### config.mk
export PLATFORM = sky130hd
export DESIGN_NAME = modulo_timer
export DESIGN_NICKNAME = d
export VERILOG_FILES = /design/src/clock_source_prescaler.v /design/src/modulo_timer.v
export VERILOG_INCLUDE_DIRS = /design/src /design/src/src
export SDC_FILE = /design/constraint.sdc
export NUM_CORES = 1
export LEC_CHECK = 0
export ABC_CLOCK_PERIOD_IN_PS = 3400
export BUFFER_PORTS_ARGS = -buffer_cell sky130_fd_sc_hd__clkbuf_2
export CAP_MARGIN = 40
export CORE_MARGIN = 2
export CORE_UTILIZATION = 51
export CTS_CLUSTER_DIAMETER = 40
export DETAILED_ROUTE_END_ITERATION = 10
export PLACE_DENSITY = 0.78
export RECOVER_POWER = 25
export SLEW_MARGIN = 5
export SYNTH_ARGS = -nofsm -noshare
export SYNTH_HDL_FRONTEND = slang
export SYNTH_SLANG_ARGS = --single-unit
### constraint.sdc
create_clock -name sys_clk -period 3.4 [get_ports sys_clk]
set_input_delay 0.34 -clock sys_clk [delete_from_list [all_inputs] [get_ports sys_clk]]
set_output_delay 0.34 -clock sys_clk [all_outputs]
set_load 0.02 [all_outputs]
### src/modulo_timer_defs.vh
// Purpose: Register map, field positions and reset values of the modulo timer
// Assumes: Included by bare name from the timer design files
// Notes: Offsets are byte addresses on the AXI4-Lite register bus
`ifndef MODULO_TIMER_DEFS_VH
`define MODULO_TIMER_DEFS_VH
`define STATUS_CONTROL_OFS 4'h0
`define CLOCK_CONFIG_OFS 4'h4
`define COUNT_OFS 4'h8
`define MODULO_LIMIT_OFS 4'hC
`define OVF_FLAG_BIT 7
`define OVF_IRQ_EN_BIT 6
`define CNT_RESET_BIT 5
`define HALT_BIT 4
`define SRC_SEL_HI 5
`define SRC_SEL_LO 4
`define PRESCALE_HI 3
`define PRESCALE_LO 0
`define SRC_BUS 2'b00
`define SRC_FIXED 2'b01
`define SRC_EXT_FALL 2'b10
`define SRC_EXT_RISE 2'b11
`define PRESCALE_MAX 4'h8
`define COUNT_RESET 8'h00
`define MODULO_RESET 8'h00
`define CLOCK_CONFIG_RESET 6'h00
`define AXI_OKAY 2'b00
`define AXI_SLVERR 2'b10
`endif

### src/clock_source_prescaler.v
// Purpose: Select the count source edge and divide it by a power of two
// Assumes: All inputs are already synchronous to sys_clk
// Notes: countTick is a one-cycle enable; the counter never runs on a derived clock
`timescale 1ns/1ps
`include "modulo_timer_defs.vh"
module clock_source_prescaler #(
  parameter DIV_WIDTH = 8
) (
  input wire sys_clk,
  input wire reset_n,
  input wire run,
  input wire clear,
  input wire [1:0] clockSourceSelect,
  input wire [3:0] prescaleSelect,
  input wire fixedFreqClock,
  input wire extClockSync,
  output wire countTick
);
  reg fixedPrev_reg;
  reg extPrev_reg;
  reg [DIV_WIDTH-1:0] div_reg;
  reg [DIV_WIDTH-1:0] div_next;
  reg srcEdge;
  reg [DIV_WIDTH-1:0] divMask;
  // Edge history of the slower sources
  always @(posedge sys_clk or negedge reset_n) begin
    if (!reset_n) begin
      fixedPrev_reg <= 1'b0;
      extPrev_reg <= 1'b0;
    end else begin
      fixedPrev_reg <= fixedFreqClock;
      extPrev_reg <= extClockSync;
    end
  end
  // Four selectable source edges
  always @* begin
    case (clockSourceSelect)
      `SRC_BUS: srcEdge = 1'b1;
      `SRC_FIXED: srcEdge = fixedFreqClock & ~fixedPrev_reg;
      `SRC_EXT_FALL: srcEdge = ~extClockSync & extPrev_reg;
      default: srcEdge = extClockSync & ~extPrev_reg;
    endcase
  end
  // Codes above eight clamp to the longest ratio
  always @* begin
    if (prescaleSelect >= `PRESCALE_MAX) begin
      divMask = {DIV_WIDTH{1'b1}};
    end else begin
      divMask = ~({DIV_WIDTH{1'b1}} << prescaleSelect);
    end
  end
  // Tick when the low field bits of the divider are all ones on a source edge
  assign countTick = run & srcEdge & ((div_reg & divMask) == divMask);
  always @* begin
    div_next = div_reg;
    if (clear) begin
      div_next = {DIV_WIDTH{1'b0}};
    end else if (run & srcEdge) begin
      div_next = div_reg + {{(DIV_WIDTH-1){1'b0}}, 1'b1};
    end
  end
  always @(posedge sys_clk or negedge reset_n) begin
    if (!reset_n) begin
      div_reg <= {DIV_WIDTH{1'b0}};
    end else begin
      div_reg <= div_next;
    end
  end
endmodule

### src/modulo_timer.v
// Purpose: 8-bit modulo timer with selectable source, prescaler and AXI4-Lite registers
// Assumes: Power-mode and debug inputs are synchronous to sys_clk; the pin input is not
// Notes: Wait mode needs no special handling; the timer simply keeps its bus clock
// Overview of operation
// - 8-bit up-counter, free running or limited by a programmable modulo value
// - Software-enabled overflow interrupt gives periodic requests
// - One control bit resets the counter, another halts it
// - Prescaler source is bus clock, fixed clock, pin rise or pin fall
// - Prescaler divides by a power of two from 1 to 256
// - Pin is the source when the upper select bit is set
// - Pin input may also feed the timer/PWM unit at the same time
// - Counting and overflow interrupt continue during wait mode
// - Timer stops in every stop mode and never wakes the core
// - Deep stop wake-up, or light stop left by reset, restores reset state
// - Light stop left by interrupt keeps state and resumes the count
// - Counting is suspended during active background-debug mode
// - After debug, count resumes unless reset bit or modulo write occurred
// - Pin input is synchronised by the bus clock before use
// - Four 8-bit registers: status/control, clock config, count, modulo
// - Overflow flag sets when the counter wraps from modulo to zero
// - Flag clears by read-then-write-zero, reset bit write, or modulo write
// - Reset sets the halt bit; clearing it resumes from the held value
// - Prescale codes 0 to 8 give two to the code; above give 256
//
// Local design decisions: the AXI4-Lite interface to the registers and the register addresses.
`timescale 1ns/1ps
`include "modulo_timer_defs.vh"
module modulo_timer #(
  parameter ADDR_WIDTH = 4
) (
  input wire sys_clk,
  input wire reset_n,
  input wire [ADDR_WIDTH-1:0] s_axi_awaddr,
  input wire s_axi_awvalid,
  output wire s_axi_awready,
  input wire [31:0] s_axi_wdata,
  input wire [3:0] s_axi_wstrb,
  input wire s_axi_wvalid,
  output wire s_axi_wready,
  output reg [1:0] s_axi_bresp,
  output reg s_axi_bvalid,
  input wire s_axi_bready,
  input wire [ADDR_WIDTH-1:0] s_axi_araddr,
  input wire s_axi_arvalid,
  output wire s_axi_arready,
  output reg [31:0] s_axi_rdata,
  output reg [1:0] s_axi_rresp,
  output reg s_axi_rvalid,
  input wire s_axi_rready,
  input wire extTimerClockIn,
  input wire fixedFreqClock,
  input wire stopActive,
  input wire deepStopWake,
  input wire lightStopResetExit,
  input wire debugActive,
  output wire extClockToTimerPwm,
  output wire irqRequest
);
  reg extSync1_reg;
  reg extSync2_reg;
  reg [7:0] count_reg;
  reg [7:0] count_next;
  reg [7:0] moduloLimit_reg;
  reg ovfFlag_reg;
  reg ovfFlag_next;
  reg ovfIrqEnable_reg;
  reg counterHalt_reg;
  reg [5:0] clockConfig_reg;
  reg flagSeen_reg;
  reg awHeld_reg;
  reg wHeld_reg;
  reg [ADDR_WIDTH-1:0] awAddr_reg;
  reg [31:0] wData_reg;
  reg [3:0] wStrb_reg;
  reg [7:0] moduloLimit_next;
  reg [5:0] clockConfig_next;
  reg ovfIrqEnable_next;
  reg counterHalt_next;
  reg flagSeen_next;
  reg awHeld_next;
  reg wHeld_next;
  reg [ADDR_WIDTH-1:0] awAddr_next;
  reg [31:0] wData_next;
  reg [3:0] wStrb_next;
  reg bValid_next;
  reg [1:0] bResp_next;
  reg rValid_next;
  reg [31:0] rData_next;
  reg [1:0] rResp_next;
  wire awTake;
  wire wTake;
  wire doWrite;
  wire [ADDR_WIDTH-1:0] wrAddr;
  wire [31:0] wrData;
  wire [3:0] wrStrb;
  wire lane0;
  wire writeStatus;
  wire writeClock;
  wire writeModulo;
  wire counterResetPulse;
  wire moduleReset;
  wire run;
  wire countTick;
  wire wrapNow;
  wire readTake;
  wire readStatus;
  wire wrMapped;
  reg [7:0] readByte;
  reg readMapped;

  // Two-flop synchroniser for the timer clock pin
  always @(posedge sys_clk or negedge reset_n) begin
    if (!reset_n) begin
      extSync1_reg <= 1'b0;
      extSync2_reg <= 1'b0;
    end else begin
      extSync1_reg <= extTimerClockIn;
      extSync2_reg <= extSync1_reg;
    end
  end

  // Raw pin is shared with the timer/PWM unit; it does its own sync
  assign extClockToTimerPwm = extTimerClockIn;

  // Write address and data may arrive in either order; each is held until both are here
  assign awTake = s_axi_awvalid & s_axi_awready;
  assign wTake = s_axi_wvalid & s_axi_wready;
  assign s_axi_awready = ~awHeld_reg & ~s_axi_bvalid;
  assign s_axi_wready = ~wHeld_reg & ~s_axi_bvalid;
  assign wrAddr = awHeld_reg ? awAddr_reg : s_axi_awaddr;
  assign wrData = wHeld_reg ? wData_reg : s_axi_wdata;
  assign wrStrb = wHeld_reg ? wStrb_reg : s_axi_wstrb;
  assign doWrite = (awHeld_reg | awTake) & (wHeld_reg | wTake);
  assign lane0 = wrStrb[0];
  assign wrMapped = (wrAddr == `STATUS_CONTROL_OFS) | (wrAddr == `CLOCK_CONFIG_OFS) |
                    (wrAddr == `COUNT_OFS) | (wrAddr == `MODULO_LIMIT_OFS);
  // Registers are one byte; only lane 0 carries them
  assign writeStatus = doWrite & lane0 & (wrAddr == `STATUS_CONTROL_OFS);
  assign writeClock = doWrite & lane0 & (wrAddr == `CLOCK_CONFIG_OFS);
  assign writeModulo = doWrite & lane0 & (wrAddr == `MODULO_LIMIT_OFS);

  // Write channel next state: each half is parked until its partner arrives, then both retire together
  always @* begin
    awHeld_next = awHeld_reg;
    wHeld_next = wHeld_reg;
    awAddr_next = awAddr_reg;
    wData_next = wData_reg;
    wStrb_next = wStrb_reg;
    bValid_next = s_axi_bvalid;
    bResp_next = s_axi_bresp;
    if (doWrite) begin
      awHeld_next = 1'b0;
      wHeld_next = 1'b0;
      bValid_next = 1'b1;
      // Count register is read-only, so writes to it are harmless but accepted
      bResp_next = wrMapped ? `AXI_OKAY : `AXI_SLVERR;
    end else begin
      if (awTake) begin
        awHeld_next = 1'b1;
        awAddr_next = s_axi_awaddr;
      end
      if (wTake) begin
        wHeld_next = 1'b1;
        wData_next = s_axi_wdata;
        wStrb_next = s_axi_wstrb;
      end
      if (s_axi_bvalid & s_axi_bready) begin
        bValid_next = 1'b0;
      end
    end
  end

  // Write channel registers
  always @(posedge sys_clk or negedge reset_n) begin
    if (!reset_n) begin
      awHeld_reg <= 1'b0;
      wHeld_reg <= 1'b0;
      awAddr_reg <= {ADDR_WIDTH{1'b0}};
      wData_reg <= 32'h0000_0000;
      wStrb_reg <= 4'h0;
      s_axi_bvalid <= 1'b0;
      s_axi_bresp <= `AXI_OKAY;
    end else begin
      awHeld_reg <= awHeld_next;
      wHeld_reg <= wHeld_next;
      awAddr_reg <= awAddr_next;
      wData_reg <= wData_next;
      wStrb_reg <= wStrb_next;
      s_axi_bvalid <= bValid_next;
      s_axi_bresp <= bResp_next;
    end
  end

  // Counter reset strobe: reset bit written one, or any modulo write
  assign counterResetPulse = (writeStatus & wrData[`CNT_RESET_BIT]) | writeModulo;
  // Wake from deep stop, or light stop left by reset, gives reset state
  assign moduleReset = deepStopWake | lightStopResetExit;
  // Stop and debug freeze counting; light stop exit by interrupt keeps all state
  assign run = ~counterHalt_reg & ~stopActive & ~debugActive;

  // Divider keeps its phase across a counter reset write; only reset_n, a stop wake or a reset exit from light stop clears it
  clock_source_prescaler #(
    .DIV_WIDTH(8)
  ) u_prescaler (
    .sys_clk(sys_clk),
    .reset_n(reset_n),
    .run(run),
    .clear(moduleReset),
    .clockSourceSelect(clockConfig_reg[`SRC_SEL_HI:`SRC_SEL_LO]),
    .prescaleSelect(clockConfig_reg[`PRESCALE_HI:`PRESCALE_LO]),
    .fixedFreqClock(fixedFreqClock),
    .extClockSync(extSync2_reg),
    .countTick(countTick)
  );

  // Modulo zero means the full 8-bit range is used
  assign wrapNow = countTick & (count_reg == moduloLimit_reg) & (moduloLimit_reg != 8'h00) |
                   countTick & (moduloLimit_reg == 8'h00) & (count_reg == 8'hFF);

  // Counter next value; a reset strobe beats a tick in the same cycle
  always @* begin
    count_next = count_reg;
    if (counterResetPulse) begin
      count_next = `COUNT_RESET;
    end else if (wrapNow) begin
      count_next = 8'h00;
    end else if (countTick) begin
      count_next = count_reg + 8'h01;
    end
  end

  // Flag: a wrap in the clearing cycle wins over the clear
  always @* begin
    ovfFlag_next = ovfFlag_reg;
    if (counterResetPulse) begin
      ovfFlag_next = 1'b0;
    end else if (writeStatus & flagSeen_reg & ~wrData[`OVF_FLAG_BIT]) begin
      ovfFlag_next = 1'b0;
    end
    if (wrapNow) begin
      ovfFlag_next = 1'b1;
    end
  end

  // Software-visible control fields
  always @* begin
    moduloLimit_next = moduloLimit_reg;
    clockConfig_next = clockConfig_reg;
    ovfIrqEnable_next = ovfIrqEnable_reg;
    counterHalt_next = counterHalt_reg;
    if (writeModulo) begin
      moduloLimit_next = wrData[7:0];
    end
    if (writeClock) begin
      clockConfig_next = wrData[5:0];
    end
    if (writeStatus) begin
      ovfIrqEnable_next = wrData[`OVF_IRQ_EN_BIT];
      counterHalt_next = wrData[`HALT_BIT];
    end
  end

  // Arm the clear sequence when software has read the flag set; a status write disarms it unless such a read comes in the same cycle
  always @* begin
    flagSeen_next = flagSeen_reg;
    if (readStatus & ovfFlag_reg) begin
      flagSeen_next = 1'b1;
    end else if (writeStatus | ~ovfFlag_reg) begin
      flagSeen_next = 1'b0;
    end
  end

  // State registers; a stop wake or a reset exit from light stop restores reset values
  always @(posedge sys_clk or negedge reset_n) begin
    if (!reset_n) begin
      count_reg <= `COUNT_RESET;
      moduloLimit_reg <= `MODULO_RESET;
      ovfFlag_reg <= 1'b0;
      ovfIrqEnable_reg <= 1'b0;
      counterHalt_reg <= 1'b1;
      clockConfig_reg <= `CLOCK_CONFIG_RESET;
      flagSeen_reg <= 1'b0;
    end else if (moduleReset) begin
      count_reg <= `COUNT_RESET;
      moduloLimit_reg <= `MODULO_RESET;
      ovfFlag_reg <= 1'b0;
      ovfIrqEnable_reg <= 1'b0;
      counterHalt_reg <= 1'b1;
      clockConfig_reg <= `CLOCK_CONFIG_RESET;
      flagSeen_reg <= 1'b0;
    end else begin
      count_reg <= count_next;
      ovfFlag_reg <= ovfFlag_next;
      moduloLimit_reg <= moduloLimit_next;
      ovfIrqEnable_reg <= ovfIrqEnable_next;
      counterHalt_reg <= counterHalt_next;
      clockConfig_reg <= clockConfig_next;
      flagSeen_reg <= flagSeen_next;
    end
  end

  // Level request; wait mode keeps it live so it can wake the core
  assign irqRequest = ovfFlag_reg & ovfIrqEnable_reg;

  // Read channel: one outstanding read, answered the cycle after address
  assign s_axi_arready = ~s_axi_rvalid;
  assign readTake = s_axi_arvalid & s_axi_arready;
  assign readStatus = readTake & (s_axi_araddr == `STATUS_CONTROL_OFS);

  // Read mux; reads have no side effect beyond arming the flag clear
  always @* begin
    readByte = 8'h00;
    readMapped = 1'b1;
    case (s_axi_araddr)
      `STATUS_CONTROL_OFS: readByte = {ovfFlag_reg, ovfIrqEnable_reg, 1'b0, counterHalt_reg, 4'h0};
      `CLOCK_CONFIG_OFS: readByte = {2'b00, clockConfig_reg};
      `COUNT_OFS: readByte = count_reg;
      `MODULO_LIMIT_OFS: readByte = moduloLimit_reg;
      default: readMapped = 1'b0;
    endcase
  end

  // Read channel next state; data stands unchanged until rready is seen
  always @* begin
    rValid_next = s_axi_rvalid;
    rData_next = s_axi_rdata;
    rResp_next = s_axi_rresp;
    if (readTake) begin
      rValid_next = 1'b1;
      rData_next = {24'h00_0000, readByte};
      rResp_next = readMapped ? `AXI_OKAY : `AXI_SLVERR;
    end else if (s_axi_rvalid & s_axi_rready) begin
      rValid_next = 1'b0;
    end
  end

  // Read channel registers
  always @(posedge sys_clk or negedge reset_n) begin
    if (!reset_n) begin
      s_axi_rvalid <= 1'b0;
      s_axi_rdata <= 32'h0000_0000;
      s_axi_rresp <= `AXI_OKAY;
    end else begin
      s_axi_rvalid <= rValid_next;
      s_axi_rdata <= rData_next;
      s_axi_rresp <= rResp_next;
    end
  end
endmodule

Word level (Yosys, flattened, before mapping)
Index checks and enable logic that the tools add are counted.
Cells by class
  add/subtract/negate cells: 2
  $lt $le $gt $ge: 1
  eq/ne operators: 11
  shift operators: 1
  multiplexer cells: 38
  bitwise gates (word level): 53
  reductions and logical operators: 19
Operators by type and width (number)
  2-to-1 mux 8 bit: 10
  case mux 8 bit (4 select lines): 1
  bitwise AND 1 bit: 29
  2-to-1 mux 1 bit: 21
  adder 8 x 1 -> 8 bit, second input constant: 2
  equality test 4 bit, second input constant: 4
  equality test 8 bit: 2
  nonzero test 2 bit: 8
  NOT 1 bit: 13
  2-to-1 mux 6 bit: 2
  OR 1 bit: 9
  bitwise AND 8 bit: 1
  equality test 4 x 3 -> 1 bit, second input constant: 2
  equality test 8 bit, second input constant: 1
  logical NOT 4 bit: 2
  logical NOT 8 bit: 1
  NOT 8 bit: 1
  nonzero test 4 bit: 2
  nonzero test 8 bit: 1
  left shift 8 x 4 -> 8 bit, first input constant: 1
  >= comparator 4 bit, second input constant: 1
  2-to-1 mux 2 bit: 2
  2-to-1 mux 4 bit: 1
  AND reduction 2 bit: 2
  other kinds (6): 6
Storage, ports and cells
  flip-flop bits (word level): 67
  input port bits: 57
  output and inout bits: 43
  word-level logic and storage cells: 147

Depth between registers and ports, before layout
  depth after elaboration: 13
  gate-level depth with buffers: 9
  gate-level depth less buffers: 7

By module
Synthesis repeated with hierarchy kept, for this count alone.
Unflattened totals
  cells, all modules: 337
  area, all modules: 3484.6 µm²
By module, submodules not included
  modulo_timer: instances 1, cells an instance 280, area each 2931.6 µm²
  clock_source_prescaler: instances 1, cells an instance 57, area each 553.0 µm²

Worst setup path after synthesis
Ideal clock, no wire load.
  path type: register to register
  start point: register awHeld_reg
  end point: register count_reg[0]
  setup time: 0.125 ns
  data arrival time: 1.982 ns
  data required time: 3.275 ns
  setup slack: 1.293 ns
  stages on the path, launching flop included: 9
  cells stage by stage: dfrtp_1 or3_1 a221o_1 a211o_1 buf_6 nor3b_4 buf_6 nand3_1 o21ai_1
On the way
  cells in the longest elaborated chain, start to end: 11
Ends and longest elaborated chain
  start, declared: RTL line modulo_timer.v:70  | reg awHeld_reg;
  start signal, assigned: RTL line modulo_timer.v:184  | awHeld_reg <= awHeld_next;
  NOT 1 bit: RTL line modulo_timer.v:128  | assign s_axi_awready = ~awHeld_reg & ~s_axi_bvalid;
  bitwise AND 1 bit: RTL line modulo_timer.v:128
  bitwise AND 1 bit: RTL line modulo_timer.v:126  | assign awTake = s_axi_awvalid & s_axi_awready;
  OR 1 bit: RTL line modulo_timer.v:133  | assign doWrite = (awHeld_reg | awTake) & (wHeld_reg | wTake);
  bitwise AND 1 bit: RTL line modulo_timer.v:133
  bitwise AND 1 bit: RTL line modulo_timer.v:138, modulo_timer.v:140
  bitwise AND 1 bit: RTL line modulo_timer.v:138  | assign writeStatus = doWrite & lane0 & (wrAddr == `STATUS_CONTROL_OFS);
  bitwise AND 1 bit: RTL line modulo_timer.v:195  | assign counterResetPulse = (writeStatus & wrData[`CNT_RESET_BIT]) | writeModulo;
  OR 1 bit *: RTL line modulo_timer.v:195
  2-to-1 mux 8 bit: RTL line modulo_timer.v:223  | if (counterResetPulse) begin
  2-to-1 mux 8 bit: RTL line modulo_timer.v:283  | end else if (moduleReset) begin
  end signal, assigned: RTL line modulo_timer.v:276  | count_reg <= `COUNT_RESET;
  end signal, assigned: RTL line modulo_timer.v:284  | count_reg <= `COUNT_RESET;
  end signal, assigned: RTL line modulo_timer.v:292  | count_reg <= count_next;
  end, declared: RTL line modulo_timer.v:61  | reg [7:0] count_reg;
Mark *: on every way between the ends. The rest lies on a longest branch, timed or not.
A chain may end at the register's enable or synchronous reset.

Worst setup path in the final report
  start point: register wHeld_reg
  end point: register ovfFlag_reg
On the way
  cells in the longest elaborated chain, start to end: 12
Ends and longest elaborated chain
  start, declared: RTL line modulo_timer.v:71  | reg wHeld_reg;
  start signal, assigned: RTL line modulo_timer.v:185  | wHeld_reg <= wHeld_next;
  NOT 1 bit: RTL line modulo_timer.v:129  | assign s_axi_wready = ~wHeld_reg & ~s_axi_bvalid;
  bitwise AND 1 bit: RTL line modulo_timer.v:129
  bitwise AND 1 bit: RTL line modulo_timer.v:127  | assign wTake = s_axi_wvalid & s_axi_wready;
  OR 1 bit: RTL line modulo_timer.v:133
  bitwise AND 1 bit: RTL line modulo_timer.v:133
  bitwise AND 1 bit: RTL line modulo_timer.v:138, modulo_timer.v:140
  bitwise AND 1 bit: RTL line modulo_timer.v:138
  bitwise AND 1 bit: RTL line modulo_timer.v:195
  OR 1 bit: RTL line modulo_timer.v:195
  2-to-1 mux 1 bit: RTL line modulo_timer.v:235  | if (counterResetPulse) begin
  2-to-1 mux 1 bit: RTL line modulo_timer.v:240  | if (wrapNow) begin
  2-to-1 mux 1 bit: RTL line modulo_timer.v:283
  end signal, assigned: RTL line modulo_timer.v:293  | ovfFlag_reg <= ovfFlag_next;
  end, declared: RTL line modulo_timer.v:64  | reg ovfFlag_reg;
Several ways; a longest one is shown, not always the timed one.

==> flow_summary.yaml <==
timing:
  finClkSkew_ps: 10.9
  tightest_slew_ps: 1460
  holdWs_ps: 124
  slew-limit-headroom: 0.0297
  setup_violations: 0
  finalCritPeriodShare: 0.751
  fmax_mhz: 391
  period_needed_ps: 2550
  finalMaxSlewViolations: 0
  rsz0062_at_grt: "no"
  hold_viol_final: 0
  final.setup.tns_ps: 0
clock_tree:
  postCtsSetupBuffers: 0
  cts_buffers: 9
  cts_root_buffer: "clkbuf_8"
  cts_buffer_depth: 2
  cts_tree: "built"
  clk_latency_ps: 340
  cts_htree_levels: 3
  cts_resized: 0
  cts-hold-fix-buffers: 0
  clock-sinks: 65
  cts.clk_slew.worst_paths_ps: 70
floorplanning:
  die_h_microns: 88.2
  initial_utilization: 0.529
  die_w_microns: 88.2
  ioPinCount: 100
  fp.coreArea_sq_mm: 0.00683
  placementRows: 30
  dieArea_sq_mm: 0.00777
layout:
  stdcell_count: 507
  final_common_cell: "dfrtp_1"
  nets: 465
  n_antenna_cell: 0
  drive_gt1_frac: 0.226
  final_util: 0.582
  fin_area_sq_mm: 0.00398
  areaGrowthSynthToFinish_pct: 10.0
  final_cell_mix: "64 x dfrtp_1, 43 x clkbuf_2, 41 x nor2_1, 32 x nand2_1, 27 x mux2_2"
  fill_cells: 618
place:
  place_congestion: 0.902
  dp_cells: 491
  detailed_place_hpwl_mm: 5.28
  place_area_sq_mm: 0.00380
  portBuffers: 46
pwr:
  seqPwrFrac: 0.485
  power_density_mw_per_mm2: 511
  p_leak_nw: 1.86
  p_int_w: 0.00139
  vdd_ir_drop_max_uv: 430
  p_switching_w: 0.000640
  combPwrFrac: 0.218
  clkPwrFrac: 0.297
  netSwitchingFraction: 0.315
logic_synthesis:
  synth_top_area_share: 0.443
  ys_seq_elements: 65
  async_flop_share: 1.00
  synth.avg_cell_area_sq_um: 9.95
  synth_area_leaders: "dfrtp_1 44%, mux2_2 8.4%, buf_4 5.6%"
  synth.distinct_cells: 52
  synth_area_sq_mm: 0.00361
  synth_seq_area_share: 0.450
  synth_edf_count: 0
  synthFlopType: "dfrtp_1"
  synth_top_cell_by_area: "dfrtp_1"
  synth_cells: 363
  yosysWarnings: 0
routing:
  drc_errors: 0
  routedWlPerCell_microns: 14.0
  antenna_left: 0
  first_pass_iters: 4
  vias_per_cell: 5.35
  finalWirelength_mm: 7.09
  drt_iter0_drc: 209
  num_vias: 2712
critical_path:
  worstSetupPathType: "flip-flop to flip-flop"
  required_ps: 3660
  reg2regPathDepth: 6
  crit_buf_inv: 0
  crit_path_max_incr_delay_ps: 630
  cp_max_fo: 17
  cp_num_cells: 6
  critPathSlowestCell: "nor3b_4"
  cp.arrival_ps: 2820
  end_kind: "flip-flop"
  startpoint_type: "flip-flop"
  worstPathCellList: "o22ai_1, a221o_1, a211o_1, nor3b_4, o311ai_1, mux2i_1"
  critical-path-top-delay-family: "compound AO/OA/AOI/OAI gates"
global_routing:
  grt_pass1_vias: 2373
  track_usage: 0.193
  grt_antenna_before_repair: 0
  grt_max_degree: 29
  grt_overflow: 0
  grt_first_pass_wirelength_mm: 11.5
run:
  maxCapViolations: 0
worst_hold_path:
  whs_path_depth: 1
  holdCritPathClass: "input pin to flip-flop"
status:
  status: "finished clean"
-- worst reg2reg max path: stages (launching register included) --
cell	delay, ps
dfrtp_1	600
o22ai_1	280
a221o_1	210
a211o_1	410
nor3b_4	630
o311ai_1	190
mux2i_1	150
-- Yosys cell counts, drive strengths merged (2+ instances only) --
cell and count:
mux2 28, nand2b 2, a211o 2, o21a 2
o22ai 5, nand3b 6, nor3b 2, xnor2 9
o21bai 2, mux2i 15, o21ai 18, inv 9
a22oi 9, a21oi 6, or3 4, buf 31
ha 2, nor2 41, xor2 5, nand4 7
and3 4, nand3 9, clkbuf 10, nor3 8
a211oi 4, a21o 2, nand2 32, and2 2
nor2b 3, or2 2, nor4 3, dfrtp 64
o211ai 2
-- area by class of cell --
| type | instances | area (sq um) | area share |
|---|---|---|---|
| multi-input combinational | 273 | 1770 | 0.446 |
| sequential | 65 | 1630 | 0.409 |
| timing repair buffer | 48 | 238 | 0.0598 |
| clock inverter | 3 | 23.8 | 0.00598 |
| tap | 96 | 120 | 0.0302 |
| clock buffer | 13 | 159 | 0.0400 |
| inverter | 9 | 33.8 | 0.00850 |
-- per-stage QoR --
stage               setup slack [ps]  total power [W]
finish                           845          0.00203
global route                     601          0.00214
global placement                 919          0.00142
detailed placement               864          0.00144
floorplan                       1290          0.00134
CTS                              840          0.00205
-- cell families after synthesis --
family / count (synthesis) / synth area share
flops: 65 / 0.450
mux: 44 / 0.135
simple gates: 127 / 0.171
compound gates: 60 / 0.117
fa+ha+maj: 2 / 0.00692
buf+inv: 50 / 0.0845
other cells: 1 / 0.00104
xor+xnor: 14 / 0.0339
-- worst paths after layout --
kind,start,end,slack (ps)
setup / recovery,wHeld_reg$_DFFE_PN0P_,ovfFlag_reg$_DFFE_PN0P_,850
hold / removal,extTimerClockIn,extSync1_reg$_DFF_PN0_,120
setup reg to reg,wHeld_reg$_DFFE_PN0P_,ovfFlag_reg$_DFFE_PN0P_,850
hold reg to reg,extSync1_reg$_DFF_PN0_,extSync2_reg$_DFF_PN0_,360
max in group asynchronous,reset_n,wData_reg[0]$_DFFE_PN0P_,1700
min in group asynchronous,reset_n,moduloLimit_reg[7]$_DFFE_PN0P_,330
-- power by group through the flow --
stage | Sequential, W | Clock, W | Combinational, W
after CTS | 0.000984 | 0.000621 | 0.000445
after floorplan | 0.000967 | 0 | 0.000368
after global placement | 0.000989 | 0 | 0.000432
after global routing | 0.000999 | 0.000653 | 0.000488
after detailed placement | 0.000998 | 0 | 0.000443
final | 0.000986 | 0.000603 | 0.000442
-- routing by layer --
| layer | wire (microns) | global-route usage |
|---|---|---|
| met1 | 3310 | 0.276 |
| met2 | 3260 | 0.286 |
| met3 | 409 | 0.0490 |
| met4 | 115 | 0.0702 |
| met5 | 0 | 0 |
Note: power is estimated with default switching activity, not from simulation.
